$ cat src/inc/esb_map.vh
// Overview of operation
// - Receive words hold line bits unaltered
// - Receive words refresh with receive align flag
// - Transmit words sampled with transmit align flag
// - Stale transmit words are resent unchanged
// - Si replaced by serial, CRC4 or E-bit
// - Sa replaced when control bits 3-7 set
// - Receive align word: Si, then pattern bits
// - Receive nonalign word: Si, marker, alarm, Sa
// - Nonalign bit 5 alarm, bits 4-0 Sa
`ifndef ESB_MAP_VH
`define ESB_MAP_VH
// ==========================================================
// Register word indices; the byte address is the index times four
`define ESB_TX_ALIGN_IDX 8'h20
`define ESB_TX_NONALIGN_IDX 8'h21
`define ESB_RX_ALIGN_IDX 8'h28
`define ESB_RX_NONALIGN_IDX 8'h29
`define ESB_CTRL_IDX 8'h30
`define ESB_STATUS_IDX 8'h31
`define ESB_CLEAR_IDX 8'h32
`define ESB_ENABLE_IDX 8'h33
// ==========================================================
// Control register fields
`define ESB_CTRL_SI_SERIAL 0
`define ESB_CTRL_CRC4 1
`define ESB_CTRL_EBIT 2
`define ESB_CTRL_SA_LO 3
`define ESB_CTRL_SA_HI 7
// ==========================================================
// Status fields and reset values
`define ESB_ST_RX_ALIGN 0
`define ESB_ST_TX_ALIGN 1
`define ESB_RST_WORD 8'h00
// ==========================================================
// Timing
`define ESB_BITS_PER_TS0 4'h8
`define ESB_HOLDOFF_US 250
`define ESB_CLK_MHZ 50
`define ESB_HOLDOFF_CYC (`ESB_HOLDOFF_US * `ESB_CLK_MHZ)
`endif

$ cat src/hdl/esb_ts0_shift.v
`timescale 1ns/1ps
`default_nettype none
// Shifts a TS0 word out bit 7 first, one bit per strobe.
module esb_ts0_shift
(
   // Clock and reset
   input wire i_clk,
   input wire i_rst_n,
   // Control
   input wire i_load,
   input wire [7:0] i_word,
   input wire i_bit_strobe,
   // Output
   output reg o_bit
);
   reg [7:0] shreg;
   always @(posedge i_clk or negedge i_rst_n)
   begin
      if (!i_rst_n)
      begin
         shreg <= 8'h00;
         o_bit <= 1'b0;
      end
      else if (i_load)
      begin
         shreg <= {i_word[6:0], 1'b0};
         o_bit <= i_word[7];
      end
      else if (i_bit_strobe)
      begin
         shreg <= {shreg[6:0], 1'b0};
         o_bit <= shreg[7];
      end
   end
endmodule // esb_ts0_shift
`default_nettype wire

$ cat src/hdl/esb_sa_si.v
// The Avalon-MM interface to the registers was decided locally.
`timescale 1ns/1ps
`default_nettype none
`include "esb_map.vh"
module esb_sa_si
(
   // Clock and reset
   input wire i_core_clk,
   input wire i_resetn,
   // Avalon-MM slave
   input wire [9:0] i_avs_address,
   input wire i_avs_read,
   input wire i_avs_write,
   input wire [31:0] i_avs_writedata,
   output reg [31:0] o_avs_readdata,
   output reg o_avs_waitrequest,
   // Receive line side (framer strobes, same clock)
   input wire i_rx_bit,
   input wire i_rx_bit_strobe,
   input wire i_rx_ts0_start,
   input wire i_rx_align_frame,
   // Transmit line side
   input wire i_tx_bit_strobe,
   input wire i_tx_ts0_start,
   input wire i_tx_align_frame,
   input wire i_tx_serial_si,
   input wire i_tx_sa_bit,
   // Outputs
   output reg o_tx_bit,
   output reg o_tx_valid,
   output reg o_irq
);
   // ========================================================
   // Reset synchroniser
   reg rst_meta;
   reg rst_n;
   always @(posedge i_core_clk or negedge i_resetn)
   begin
      if (!i_resetn)
      begin
         rst_meta <= 1'b0;
         rst_n <= 1'b0;
      end
      else
      begin
         rst_meta <= 1'b1;
         rst_n <= rst_meta;
      end
   end

   // ========================================================
   // Registers
   reg [7:0] tx_align_word;
   reg [7:0] tx_nonalign_word;
   reg [7:0] rx_align_word;
   reg [7:0] rx_nonalign_word;
   reg [7:0] transmit_control_register;
   reg [1:0] irq_status;
   reg [1:0] irq_enable;
   reg [7:0] tx_align_hold;
   reg [7:0] tx_nonalign_hold;

   // ========================================================
   // Receive capture
   reg [7:0] rx_shift;
   reg [3:0] rx_cnt;
   reg rx_is_align;
   reg rx_done;
   always @(posedge i_core_clk or negedge rst_n)
   begin
      if (!rst_n)
      begin
         rx_shift <= 8'h00;
         rx_cnt <= 4'h0;
         rx_is_align <= 1'b0;
         rx_done <= 1'b0;
      end
      else
      begin
         rx_done <= 1'b0;
         if (i_rx_ts0_start)
         begin
            rx_cnt <= `ESB_BITS_PER_TS0;
            rx_is_align <= i_rx_align_frame;
         end
         else if (i_rx_bit_strobe && rx_cnt != 4'h0)
         begin
            rx_shift <= {rx_shift[6:0], i_rx_bit};
            rx_cnt <= rx_cnt - 4'h1;
            rx_done <= (rx_cnt == 4'h1);
         end
      end
   end

   // Nonalign word waits in a pending copy so that both host words
   // change together with the flag; a read between flags sees a
   // consistent pair
   reg [7:0] rx_nonalign_pend;
   always @(posedge i_core_clk or negedge rst_n)
   begin
      if (!rst_n)
      begin
         rx_align_word <= `ESB_RST_WORD;
         rx_nonalign_word <= `ESB_RST_WORD;
         rx_nonalign_pend <= `ESB_RST_WORD;
      end
      else if (rx_done)
      begin
         if (rx_is_align)
         begin
            rx_align_word <= rx_shift;
            rx_nonalign_word <= rx_nonalign_pend;
         end
         else
            rx_nonalign_pend <= rx_shift;
      end
   end
   wire rx_flag_evt = rx_done && rx_is_align;

   // ========================================================
   // Transmit sampling and insertion
   wire tx_si_over = transmit_control_register[`ESB_CTRL_SI_SERIAL] |
      transmit_control_register[`ESB_CTRL_CRC4] |
      transmit_control_register[`ESB_CTRL_EBIT];
   wire tx_sa_over = |transmit_control_register[`ESB_CTRL_SA_HI:`ESB_CTRL_SA_LO];
   wire tx_flag_evt = i_tx_ts0_start && i_tx_align_frame;
   reg tx_cur_align;
   reg [3:0] tx_cnt;
   // An align slot sends the word sampled at this very start, so the
   // shifter is loaded from the register rather than the old hold copy
   wire [7:0] tx_word = !i_tx_align_frame ? tx_nonalign_hold :
      (tx_flag_evt ? tx_align_word : tx_align_hold);
   wire tx_shift_bit;
   always @(posedge i_core_clk or negedge rst_n)
   begin
      if (!rst_n)
      begin
         tx_align_hold <= `ESB_RST_WORD;
         tx_nonalign_hold <= `ESB_RST_WORD;
         tx_cur_align <= 1'b0;
         tx_cnt <= 4'h0;
      end
      else
      begin
         if (tx_flag_evt)
         begin
            // Unchanged words simply resend old data
            tx_align_hold <= tx_align_word;
            tx_nonalign_hold <= tx_nonalign_word;
         end
         if (i_tx_ts0_start)
         begin
            tx_cur_align <= i_tx_align_frame;
            tx_cnt <= `ESB_BITS_PER_TS0;
         end
         else if (i_tx_bit_strobe && tx_cnt != 4'h0)
            tx_cnt <= tx_cnt - 4'h1;
      end
   end

   esb_ts0_shift u_shift
   (
      .i_clk(i_core_clk),
      .i_rst_n(rst_n),
      .i_load(i_tx_ts0_start),
      .i_word(tx_word),
      // Each strobe consumes the bit shown and moves to the next one
      .i_bit_strobe(i_tx_bit_strobe && tx_cnt != 4'h0),
      .o_bit(tx_shift_bit)
   );

   // Bit position within TS0: 8 = first (bit 7) .. 1 = bit 0
   wire tx_at_si = (tx_cnt == 4'h8);
   wire tx_at_sa = !tx_cur_align && (tx_cnt <= 4'h5) && (tx_cnt != 4'h0);
   always @(posedge i_core_clk or negedge rst_n)
   begin
      if (!rst_n)
      begin
         o_tx_bit <= 1'b0;
         o_tx_valid <= 1'b0;
      end
      else
      begin
         o_tx_valid <= tx_cnt != 4'h0;
         if (tx_at_si && tx_si_over)
            o_tx_bit <= i_tx_serial_si;
         else if (tx_at_sa && tx_sa_over)
            o_tx_bit <= i_tx_sa_bit;
         else
            o_tx_bit <= tx_shift_bit;
      end
   end

   // ========================================================
   // Interrupt status: set wins over clear
   wire sel_clear = i_avs_write &&
      (i_avs_address == esb_addr(`ESB_CLEAR_IDX));
   always @(posedge i_core_clk or negedge rst_n)
   begin
      if (!rst_n)
      begin
         irq_status <= 2'b00;
         o_irq <= 1'b0;
      end
      else
      begin
         irq_status <= (irq_status &
            ~(sel_clear && !o_avs_waitrequest ? i_avs_writedata[1:0] : 2'b00))
            | {tx_flag_evt, rx_flag_evt};
         o_irq <= |(irq_status & irq_enable);
      end
   end

   // ========================================================
   // Avalon slave: one wait cycle, answer on second edge
   function [9:0] esb_addr;
      input [7:0] idx;
      begin
         esb_addr = {idx, 2'b00};
      end
   endfunction

   wire req = i_avs_read || i_avs_write;
   always @(posedge i_core_clk or negedge rst_n)
   begin
      if (!rst_n)
      begin
         o_avs_waitrequest <= 1'b1;
         o_avs_readdata <= 32'h00000000;
         tx_align_word <= `ESB_RST_WORD;
         tx_nonalign_word <= `ESB_RST_WORD;
         transmit_control_register <= 8'h00;
         irq_enable <= 2'b00;
      end
      else
      begin
         o_avs_waitrequest <= !(req && o_avs_waitrequest);
         if (req && o_avs_waitrequest)
         begin
            o_avs_readdata <= 32'h00000000;
            if (i_avs_read)
            begin
               case (i_avs_address)
                  esb_addr(`ESB_TX_ALIGN_IDX):
                     o_avs_readdata <= {24'h000000, tx_align_word};
                  esb_addr(`ESB_TX_NONALIGN_IDX):
                     o_avs_readdata <= {24'h000000, tx_nonalign_word};
                  esb_addr(`ESB_RX_ALIGN_IDX):
                     o_avs_readdata <= {24'h000000, rx_align_word};
                  esb_addr(`ESB_RX_NONALIGN_IDX):
                     o_avs_readdata <= {24'h000000, rx_nonalign_word};
                  esb_addr(`ESB_CTRL_IDX):
                     o_avs_readdata <= {24'h000000, transmit_control_register};
                  esb_addr(`ESB_STATUS_IDX):
                     o_avs_readdata <= {30'h00000000, irq_status};
                  esb_addr(`ESB_ENABLE_IDX):
                     o_avs_readdata <= {30'h00000000, irq_enable};
                  default:
                     o_avs_readdata <= 32'h00000000;
               endcase
            end
         end
         // Writes land on the answer edge, as the clear register does
         if (i_avs_write && !o_avs_waitrequest)
         begin
            case (i_avs_address)
               esb_addr(`ESB_TX_ALIGN_IDX):
                  tx_align_word <= i_avs_writedata[7:0];
               esb_addr(`ESB_TX_NONALIGN_IDX):
                  tx_nonalign_word <= i_avs_writedata[7:0];
               esb_addr(`ESB_CTRL_IDX):
                  transmit_control_register <= i_avs_writedata[7:0];
               esb_addr(`ESB_ENABLE_IDX):
                  irq_enable <= i_avs_writedata[1:0];
               default:
                  irq_enable <= irq_enable;
            endcase
         end
      end
   end
endmodule // esb_sa_si
`default_nettype wire

$ cat config.mk
export PLATFORM = sky130hd
export DESIGN_NAME = esb_sa_si
export DESIGN_NICKNAME = d
export VERILOG_FILES = /design/src/hdl/esb_ts0_shift.v /design/src/hdl/esb_sa_si.v
export VERILOG_INCLUDE_DIRS = /design/src /design/src/inc
export SDC_FILE = /design/constraint.sdc
export NUM_CORES = 1
export LEC_CHECK = 0
export BUFFER_PORTS_ARGS = -buffer_cell sky130_fd_sc_hd__buf_2
export CAP_MARGIN = 20
export CORE_MARGIN = 2
export CORE_UTILIZATION = 52
export CTS_CLUSTER_DIAMETER = 80
export DETAILED_ROUTE_END_ITERATION = 16
export HOLD_SLACK_MARGIN = 0.08
export PLACE_DENSITY = 0.83
export SLEW_MARGIN = 20
export SYNTH_ARGS = -nofsm -noshare
export SYNTH_HDL_FRONTEND = slang
export SYNTH_SLANG_ARGS = --single-unit
$ cat constraint.sdc
create_clock -name i_core_clk -period 3.8 [get_ports i_core_clk]
set_input_delay 0.76 -clock i_core_clk [delete_from_list [all_inputs] [get_ports i_core_clk]]
set_output_delay 0.76 -clock i_core_clk [all_outputs]
set_load 0.05 [all_outputs]
==> flow_metrics.tcl, run 1 <==
set metrics [dict create \
    maxSlewHeadroom_pct 40.15 \
    start_util_pct 52.80 \
    finalSetupViolations 0 \
    layout_commonest_cell "dfrtp_1" \
    rsz0062_at_grt "false" \
    syn_area_um2 4786 \
    synth-compound-area-share_pct 6.118 \
    numCtsBuffers 9 \
    cts_hold_buf 0 \
    via_count 3111 \
    die_x_um 99.94 \
    drive_gt1_share_pct 32.94 \
    num_rows 35 \
    htreeDepth 3 \
    max_cap_violations 0 \
    grt_pass1_vias 3040 \
    track_usage_pct 20.27 \
    drc 0 \
    synth_top_family_by_area "multiplexers" \
    diodes 0 \
    grt_pass1_wl_mm 15.53 \
    synthMuxAreaShare_pct 23.92 \
    viasPerCell 5.870 \
    ys.flop_type "dfrtp_1" \
    post-cts-setup-buffers 0 \
    ys_async_sr_fraction_pct 100.0 \
    hold_viol 0 \
    hpwlAfterDp_mm 6.709 \
    crit_type "input port to register" \
    final_cell_mix "dfrtp_1 (99), mux2_2 (69), buf_2 (42)" \
    fp.dieH_um 99.94 \
    leakage_nw 2.539 \
    cts_resized 0 \
    area_delta_synth_final_pct 7.765 \
    cp.required_ns 4.05 \
    initialDrtViolationCount 170 \
    routedWlPerCell_um 17.85 \
    status "complete, no violations" \
    timing.final.crit_period_ns 2.659 \
    worstMarginPinSlew_ns 0.8978 \
    fmax_mhz 376.1 \
    clk_latency_ns 0.36 \
    ys_seq_elements 101 \
    tns_ns 0 \
    clock-sinks 101 \
    synth-simple-area-share_pct 8.732 \
    final_core_util_pct 56.89 \
    yosysWarningCount 0 \
    ant_nets 0 \
    fin_ws_ns 1.141 \
    overflow 0 \
    grt_max_degree 71 \
    nNetsFinal 476 \
    yosysTopAreaCell "dfrtp_1" \
    powerDensity_nw_per_um2 430.0 \
    yosys-top-cells-area "dfrtp_1 (52%), mux2_2 (16%), mux2i_1 (6.3%)" \
    slew_violations 0 \
    path_max_fanout 10 \
    wl_mm 9.462 \
    skew_ns 0.01322 \
    synthXorXnorAreaFrac_pct 0.9150 \
    syn_area_per_cell_um2 12.66 \
    synth-edff-count 0 \
    start_kind "input port" \
    port_buffers 42 \
    die-area_um2 9987 \
    clockBufferDepth 2 \
    cts_tree "yes" \
    seq_area_frac_synth_pct 52.84 \
    crit_path_start "i_avs_address[4]" \
    path_clk_slew_ns 0.09 \
    gp_congestion 0.9021 \
    io_pins 91 \
    drt-pass1-iter-count 4 \
    period_share_pct 69.98 \
    synth_top_area_share_pct 52.29 \
    synthDistinctLibCells 49 \
    synthAdderAreaFrac_pct 1.569 \
    antenna_found_initial 0 \
    crit_arrival_ns 2.91 \
    clockRootBuffer "clkbuf_8" \
    ir_worst_vdd_uv 200.7 \
    coreArea_um2 9065 \
    r2r-start "rx_cnt[0]$_DFFE_PN0P_" \
    critPathCaptureType "register" \
    min_path_type "input port to async pin" \
    synth_cells 378 \
    place_ws_ns 0.8208 \
]
## synthesized netlist by cell type, types with 4 or more instances
| library cell | n |
|---|---|
| buf_2 | 4 |
| mux2_2 | 69 |
| inv_1 | 7 |
| nor3_1 | 4 |
| nand3_1 | 5 |
| clkbuf_1 | 10 |
| mux2i_1 | 30 |
| a22oi_1 | 5 |
| o21ai_0 | 10 |
| a32oi_1 | 6 |
| nand2_1 | 18 |
| dfrtp_1 | 100 |
| ha_1 | 6 |
| buf_4 | 25 |
| nor2_1 | 13 |
| o2bb2ai_1 | 4 |
## metrics by stage
step           cell area [um2]  total power, mW  instances  hold WS [ns]
2_1_floorplan             4872            1.553        401        0.3312
3_3_place_gp              4984            1.607        515        0.3410
3_5_place_dp              4984            1.629        515        0.3442
4_1_cts                   5157            2.242        530        0.1507
5_1_grt                   5157            2.333        530        0.1521
6_report                  5157            2.218        530        0.1699
## logic make-up (layout without fill, tap and decap cells)
| group | after synthesis | count (layout) |
|---|---|---|
| muxes | 103 | 103 |
| DFF | 101 | 101 |
| and+or+nand+nor | 73 | 73 |
| buffers and inverters | 47 | 65 |
| AOI/OAI and AO/OA | 41 | 41 |
| adders and majority gates | 6 | 6 |
| xor gates and xnor gates | 5 | 5 |
| other | 2 | 25 |
## metal layers
metal | wire length [um] | part of all wire (%) | GRT usage, %
met3 | 556 | 5.9 | 5.292
met5 | 0 | 0 | 0
met4 | 264 | 2.8 | 7.376
met1 | 3979 | 42 | 25.83
met2 | 4662 | 49 | 33.63
## report_power, final
part           total, mW  internal (mW)  switching, mW
Clock              0.609          0.256          0.353
Combinational      0.332          0.141          0.192
Sequential          1.28           1.18          0.100
## registers in the layout, summed over array words and instances (netlist names), 8 cells and up
name                       count
rx_nonalign_pend               8
transmit_control_register      8
o_avs_readdata                 8
rx_align_word                  8
rx_nonalign_word               8
rx_shift                       8
tx_nonalign_word               8
tx_align_word                  8
tx_nonalign_hold               8
## final cells by class
cell class	instances	area (um2)
fillers	735	3908
flip-flops and latches	101	2532
multi-input cells	253	2068
repair buffers	43	217.7
clock buffers	11	141.4
well taps	111	138.9
clock inverters	4	32.53
inverters	7	26.28
## worst max-delay path, cell delays in order
cell and delay (ns):
buf_2 0.09, or4b_1 0.80, nor2_4 0.32, and4b_1 0.54
mux2_2 0.40
## path summary, 6_finish.rpt
kind	to	slack, ns	cells after the start
max in group asynchronous	u_shift.shreg[2]$_DFFE_PN0P_	2.41	1
min in group i_core_clk	rst_n$_DFF_PN0_	0.36	0
max reg2reg	rx_shift[1]$_DFFE_PN0P_	1.60	6
max	tx_align_word[0]$_DFFE_PN0P_	1.14	5
min reg2reg	rst_n$_DFF_PN0_	0.36	0
min	rst_n$_DFF_PN0_	0.17	1
No activity file was read; power rests on OpenSTA's default activity.
==> run 2, diff against run 1 <==
--- a/config.mk
+++ b/config.mk
@@ -9,7 +9,7 @@
 export BUFFER_PORTS_ARGS = -buffer_cell sky130_fd_sc_hd__buf_2
 export CAP_MARGIN = 20
 export CORE_MARGIN = 2
-export CORE_UTILIZATION = 52
+export CORE_UTILIZATION = 50
 export CTS_CLUSTER_DIAMETER = 80
 export DETAILED_ROUTE_END_ITERATION = 16
 export HOLD_SLACK_MARGIN = 0.08
==> constraint.sdc (replaced) <==
create_clock -name i_core_clk -period 2.1 [get_ports i_core_clk]
set_input_delay 0.42 -clock i_core_clk [delete_from_list [all_inputs] [get_ports i_core_clk]]
set_output_delay 0.42 -clock i_core_clk [all_outputs]
set_load 0.05 [all_outputs]
==> run 2 against run 1 <==
  * Utilization rose by 1.2 points
  * Cell count rose by 6.8%
  * Register-to-register slack got worse by 1.5 ns
  * First-iteration DRC count up 34%
  * Routed wire length fell by 1.7%
  * Non-clock buffer count increased by 17
  * Final area increased by 4.5%
  * Worst setup slack worse by 1.0 ns
  * Die area increased by 3.8%
  * Total power is 91% higher
  * Flip-flop and latch count did not move
==> flow_metrics.tcl, run 2 (synthesis gave the netlist of run 1 again) <==
set metrics [dict create \
    place_ws_ns -0.1107 \
    gp_congestion 0.8438 \
    start_util_pct 51.55 \
    numCtsBuffers 9 \
    fp.dieH_um 101.8 \
    path_clk_slew_ns 0.10 \
    cts_tree "yes" \
    worst_r2r_path_depth 6 \
    start_kind "register" \
    diodes 0 \
    leakage_nw 2.659 \
    num_rows 35 \
    fmax_mhz 505.3 \
    clockBufferDepth 2 \
    port_buffers 42 \
    min_from "i_rx_ts0_start" \
    power_frac_clock_pct 30.5 \
    num-fill-cells 741 \
    crit_type "register to register" \
    final_cell_mix "dfrtp_1 (99), mux2_2 (69), buf_2 (42)" \
    max_cap_violations 0 \
    slew_violations 0 \
    tns_ns 0 \
    min_path_type "input port to register" \
    cpMaxStageDelayCell "or4_4" \
    layout_commonest_cell "dfrtp_1" \
    reg2reg_to "o_tx_bit$_DFF_PN0_" \
    design_area_um2 5389 \
    cpPeakStageDelay_ns 0.48 \
    grt_use_met1_pct 27.47 \
    grt_pass1_wl_mm 15.37 \
    globalRouteMet3Util_pct 3.352 \
    final_core_util_pct 58.05 \
    switchingPower_mw 1.199 \
    coreArea_um2 9284 \
    crit_cells 6 \
    die-area_um2 10370 \
    track_usage_pct 19.37 \
    path_max_fanout 3 \
    initialDrtViolationCount 228 \
    intPower_mw 3.033 \
    cp_num_buf_inv 1 \
    drive_gt1_share_pct 35.70 \
    drc 0 \
    path_delay_family "simple AND/OR/NAND/NOR gates" \
    drt-pass1-iter-count 4 \
    hold_viol 0 \
    ir_worst_vdd_uv 460.7 \
    wl_mm 9.304 \
    htreeDepth 3 \
    rsz0062_at_grt "false" \
    ant_nets 0 \
    routedWlPerCell_um 16.44 \
    grt_pass1_vias 3039 \
    worstMarginPinSlew_ns 0.6470 \
    cp_cell_sequence "inv_1 -> ha_1 -> nor2b_1 -> or4_4 -> or3b_2 -> a31oi_1" \
    via_count 3074 \
    top_usage_layer "met2" \
    switching_share_pct 28.33 \
    r2r-start "tx_cnt[0]$_DFFE_PN0P_" \
    clockRootBuffer "clkbuf_8" \
    maxSlewHeadroom_pct 56.76 \
    die_x_um 101.8 \
    critPathCaptureType "register" \
    clk_latency_ns 0.37 \
    area_delta_synth_final_pct 12.60 \
    rrSetupSlack_ns 0.12 \
    power_mw 4.231 \
    crit_arrival_ns 2.28 \
    crit_end "o_tx_bit$_DFF_PN0_" \
    cp.required_ns 2.40 \
    io_pins 91 \
    grt_max_degree 100 \
    status "complete, no violations" \
    seq_power_share_pct 54.0 \
    grtUsageMet2_pct 30.62 \
    timing.final.crit_period_ns 1.979 \
    crit_path_start "tx_cnt[0]$_DFFE_PN0P_" \
    nNetsFinal 493 \
    finalSetupViolations 0 \
    viasPerCell 5.431 \
    placed_cell_area_um2 5156 \
    fin_ws_ns 0.1211 \
    clock-sinks 101 \
    overflow 0 \
    hpwlAfterDp_mm 6.811 \
    skew_ns 0.01181 \
    antenna_found_initial 0 \
    p_comb_share_pct 15.6 \
    period_share_pct 94.24 \
    powerDensity_nw_per_um2 785.2 \
]
-- run 2: cell types whose count changed in the layout (fill, tap and decap cells not counted), sizes merged --
cell / before / now
clkinvlp: 2 / 0
bufinv: 0 / 1
buf: 43 / 59
dlygate4sd3: 0 / 1
inv: 8 / 7
clkbuf: 11 / 12
clkinv: 1 / 3
-- run 2: layout make-up --
type                       count  area (um2)  area share (%)
multi-input combinational    253        2072           38.45
tap                          129       161.4           2.995
timing repair buffer          60       385.4           7.151
clock inverter                 4       56.30           1.045
inverter                       7       26.28          0.4876
sequential                   101        2532           46.99
clock buffer                  12       155.1           2.879
-- run 2: worst min-delay path by stage --
| stage | endpoint | slack [ns] | cells past startpoint |
|---|---|---|---|
| after detailed placement | rst_meta$_DFF_PN0_ | 0.21 | 1 |
| final | rx_cnt[1]$_DFFE_PN0P_ | 0.26 | 2 |
| after global placement | rst_meta$_DFF_PN0_ | 0.20 | 1 |
| after floorplan | rst_meta$_DFF_PN0_ | 0.12 | 0 |
| after global routing | rx_shift[0]$_DFFE_PN0P_ | 0.26 | 2 |
| after CTS | rx_cnt[1]$_DFFE_PN0P_ | 0.26 | 2 |
-- run 2: timing repair --
| item | 4_1_cts | 5_1_grt |
|---|---|---|
| gates resized for setup | 0 | 1 |
| endpoints found under the setup margin | 0 | 1 |
| hold endpoints to repair | 2 | 0 |
| setup buffers | 0 | 1 |
| hold buffers | 1 | 0 |
-- run 2: through the flow --
step	hold slack (ns)	instances
after floorplan	0.1244	401
after global placement	0.2050	548
after detailed placement	0.2070	548
after CTS	0.2612	565
after global routing	0.2618	566
final	0.2645	566
-- run 2: worst register-to-register path: stages, from the launching register on --
cell and delay (ns):
dfrtp_1 0.36, inv_1 0.09, ha_1 0.21, nor2b_1 0.15
or4_4 0.48, or3b_2 0.45, a31oi_1 0.17
-- run 2: power by group through the flow --
stage	logic [mW]	clock network [mW]	registers, mW
floorplan	0.494	0	2.32
global placement	0.623	0	2.31
detailed placement	0.653	0	2.32
CTS	0.655	1.31	2.29
global route	0.725	1.38	2.32
finish	0.659	1.29	2.28
-- run 2: metal layers --
metal  routed length, um  share of wire (%)
met5                   0                  0
met4                 153                1.6
met3                 462                5.0
met2                4450                 48
met1                4238                 46
==> run 3, diff against run 2 <==
--- a/config.mk
+++ b/config.mk
@@ -9,11 +9,11 @@
 export BUFFER_PORTS_ARGS = -buffer_cell sky130_fd_sc_hd__buf_2
 export CAP_MARGIN = 20
 export CORE_MARGIN = 2
-export CORE_UTILIZATION = 50
+export CORE_UTILIZATION = 45
 export CTS_CLUSTER_DIAMETER = 80
 export DETAILED_ROUTE_END_ITERATION = 16
 export HOLD_SLACK_MARGIN = 0.08
-export PLACE_DENSITY = 0.83
+export PLACE_DENSITY = 0.77
 export SLEW_MARGIN = 20
 export SYNTH_ARGS = -nofsm -noshare
 export SYNTH_HDL_FRONTEND = slang
==> run 3 against run 2 <==
  * Non-clock buffer count increased by 1
  * Critical path depth unchanged
  * Total power decreased by 4.2%
  * First-iteration DRC count decreased by 21%
  * Die area increased by 11%
  * Critical endpoint unchanged
  * Clock power decreased by 12%
  * Sequential power about the same
==> flow_metrics.tcl, run 3 (synthesis gave the netlist of run 1 again) <==
set metrics [dict create \
    coreArea_um2 10320 \
    via_count 3054 \
    path_max_fanout 3 \
    timing.final.crit_period_ns 2.007 \
    die-area_um2 11480 \
    leakage_nw 2.641 \
    num_rows 37 \
    cts_tree "yes" \
    design_area_um2 5369 \
    status "complete, no violations" \
    antenna_found_initial 0 \
    final_core_util_pct 52.01 \
    die_x_um 107.1 \
    area_delta_synth_final_pct 12.18 \
    drive_gt1_share_pct 35.39 \
    whs_ns 0.2128 \
    clk_latency_ns 0.36 \
    crit_arrival_ns 2.30 \
    cts_resized 0 \
    power_mw 4.052 \
    ant_nets 0 \
    hold_viol 0 \
    track_usage_pct 17.57 \
    ir_worst_vdd_uv 354.1 \
    clockBufferDepth 2 \
    port_buffers 42 \
    grt_pass1_wl_mm 15.57 \
    numCtsBuffers 9 \
    period_share_pct 95.59 \
    wl_mm 9.263 \
    path_clk_slew_ns 0.09 \
    start_kind "register" \
    gp_congestion 0.9129 \
    min_path_type "register to async pin" \
    rsz0062_at_grt "false" \
    io_pins 91 \
    initialDrtViolationCount 181 \
    num-fill-cells 894 \
    drc 0 \
    overflow 0 \
    worstMarginPinSlew_ns 0.7045 \
    cp.required_ns 2.39 \
    critPathCaptureType "register" \
    layout_commonest_cell "dfrtp_1" \
    slew_violations 0 \
    nNetsFinal 494 \
    grt_pass1_vias 3066 \
    clockRootBuffer "clkbuf_8" \
    hpwlAfterDp_mm 6.901 \
    maxSlewHeadroom_pct 52.63 \
    final_cell_mix "dfrtp_1 (99), mux2_2 (69), buf_2 (42)" \
    finalSetupViolations 0 \
    fmax_mhz 498.2 \
    max_cap_violations 0 \
    skew_ns 0.009111 \
    start_util_pct 46.36 \
    tns_ns 0 \
    clock-sinks 101 \
    rrSetupSlack_ns 0.09 \
    drt-pass1-iter-count 4 \
    routedWlPerCell_um 16.14 \
    viasPerCell 5.321 \
    diodes 0 \
    grt_max_degree 60 \
    placed_cell_area_um2 5180 \
    worst_r2r_path_depth 6 \
    htreeDepth 3 \
    powerDensity_nw_per_um2 754.7 \
    fp.dieH_um 107.1 \
    crit_type "register to register" \
]
[run 3: report_power, final]
part | internal (mW) | switching, mW
Combinational | 0.272 | 0.365
Sequential | 2.13 | 0.159
Clock | 0.495 | 0.632
[run 3: critical path: stages (launching register included)]
cell	delay, ns
dfrtp_1	0.38
inv_1	0.09
ha_1	0.21
nor2b_1	0.14
or4_1	0.49
or3b_2	0.46
a31oi_1	0.16
[run 3: path summary, 6_finish.rpt]
path	startpoint	to
setup / recovery	tx_cnt[0]$_DFFE_PN0P_	o_tx_bit$_DFF_PN0_
hold / removal	rst_n$_DFF_PN0_	u_shift.shreg[3]$_DFFE_PN0P_
max in group asynchronous	rst_n$_DFF_PN0_	o_avs_waitrequest$_DFF_PN1_
hold reg to reg	rst_n$_DFF_PN0_	u_shift.shreg[3]$_DFFE_PN0P_
min in group i_core_clk	i_rx_bit	rx_shift[0]$_DFFE_PN0P_
setup reg to reg	tx_cnt[0]$_DFFE_PN0P_	o_tx_bit$_DFF_PN0_
[run 3: per-layer routing]
metal	track usage, %	up-vias	part of all wire (%)
li1	-	1421	-
met1	24.76	1537	47
met2	27.49	86	48
met3	3.222	10	4.1
met4	5.751	0	1.4
met5	0	-	0
[run 3: final cells by class]
| type | count | area [um2] | area share, % |
|---|---|---|---|
| sequential | 101 | 2532 | 47.17 |
| multi-input combinational | 253 | 2068 | 38.52 |
| timing repair buffer | 61 | 392.9 | 7.318 |
| tap | 136 | 170.2 | 3.169 |
| clock buffer | 13 | 158.9 | 2.960 |
| inverter | 7 | 26.28 | 0.4894 |
| clock inverter | 3 | 20.02 | 0.3729 |
[run 3: through the flow]
stage	cells	setup WS, ns
4_1_cts	574	0.09959
6_report	574	0.09259
3_5_place_dp	557	-0.08684
5_1_grt	574	0.01349
2_1_floorplan	401	0.0006886
3_3_place_gp	557	-0.05750
[run 3: what timing repair did]
action                                 CTS  global route
setup buffers                            0             0
hold buffers                             1             0
endpoints found under the hold margin    2             0
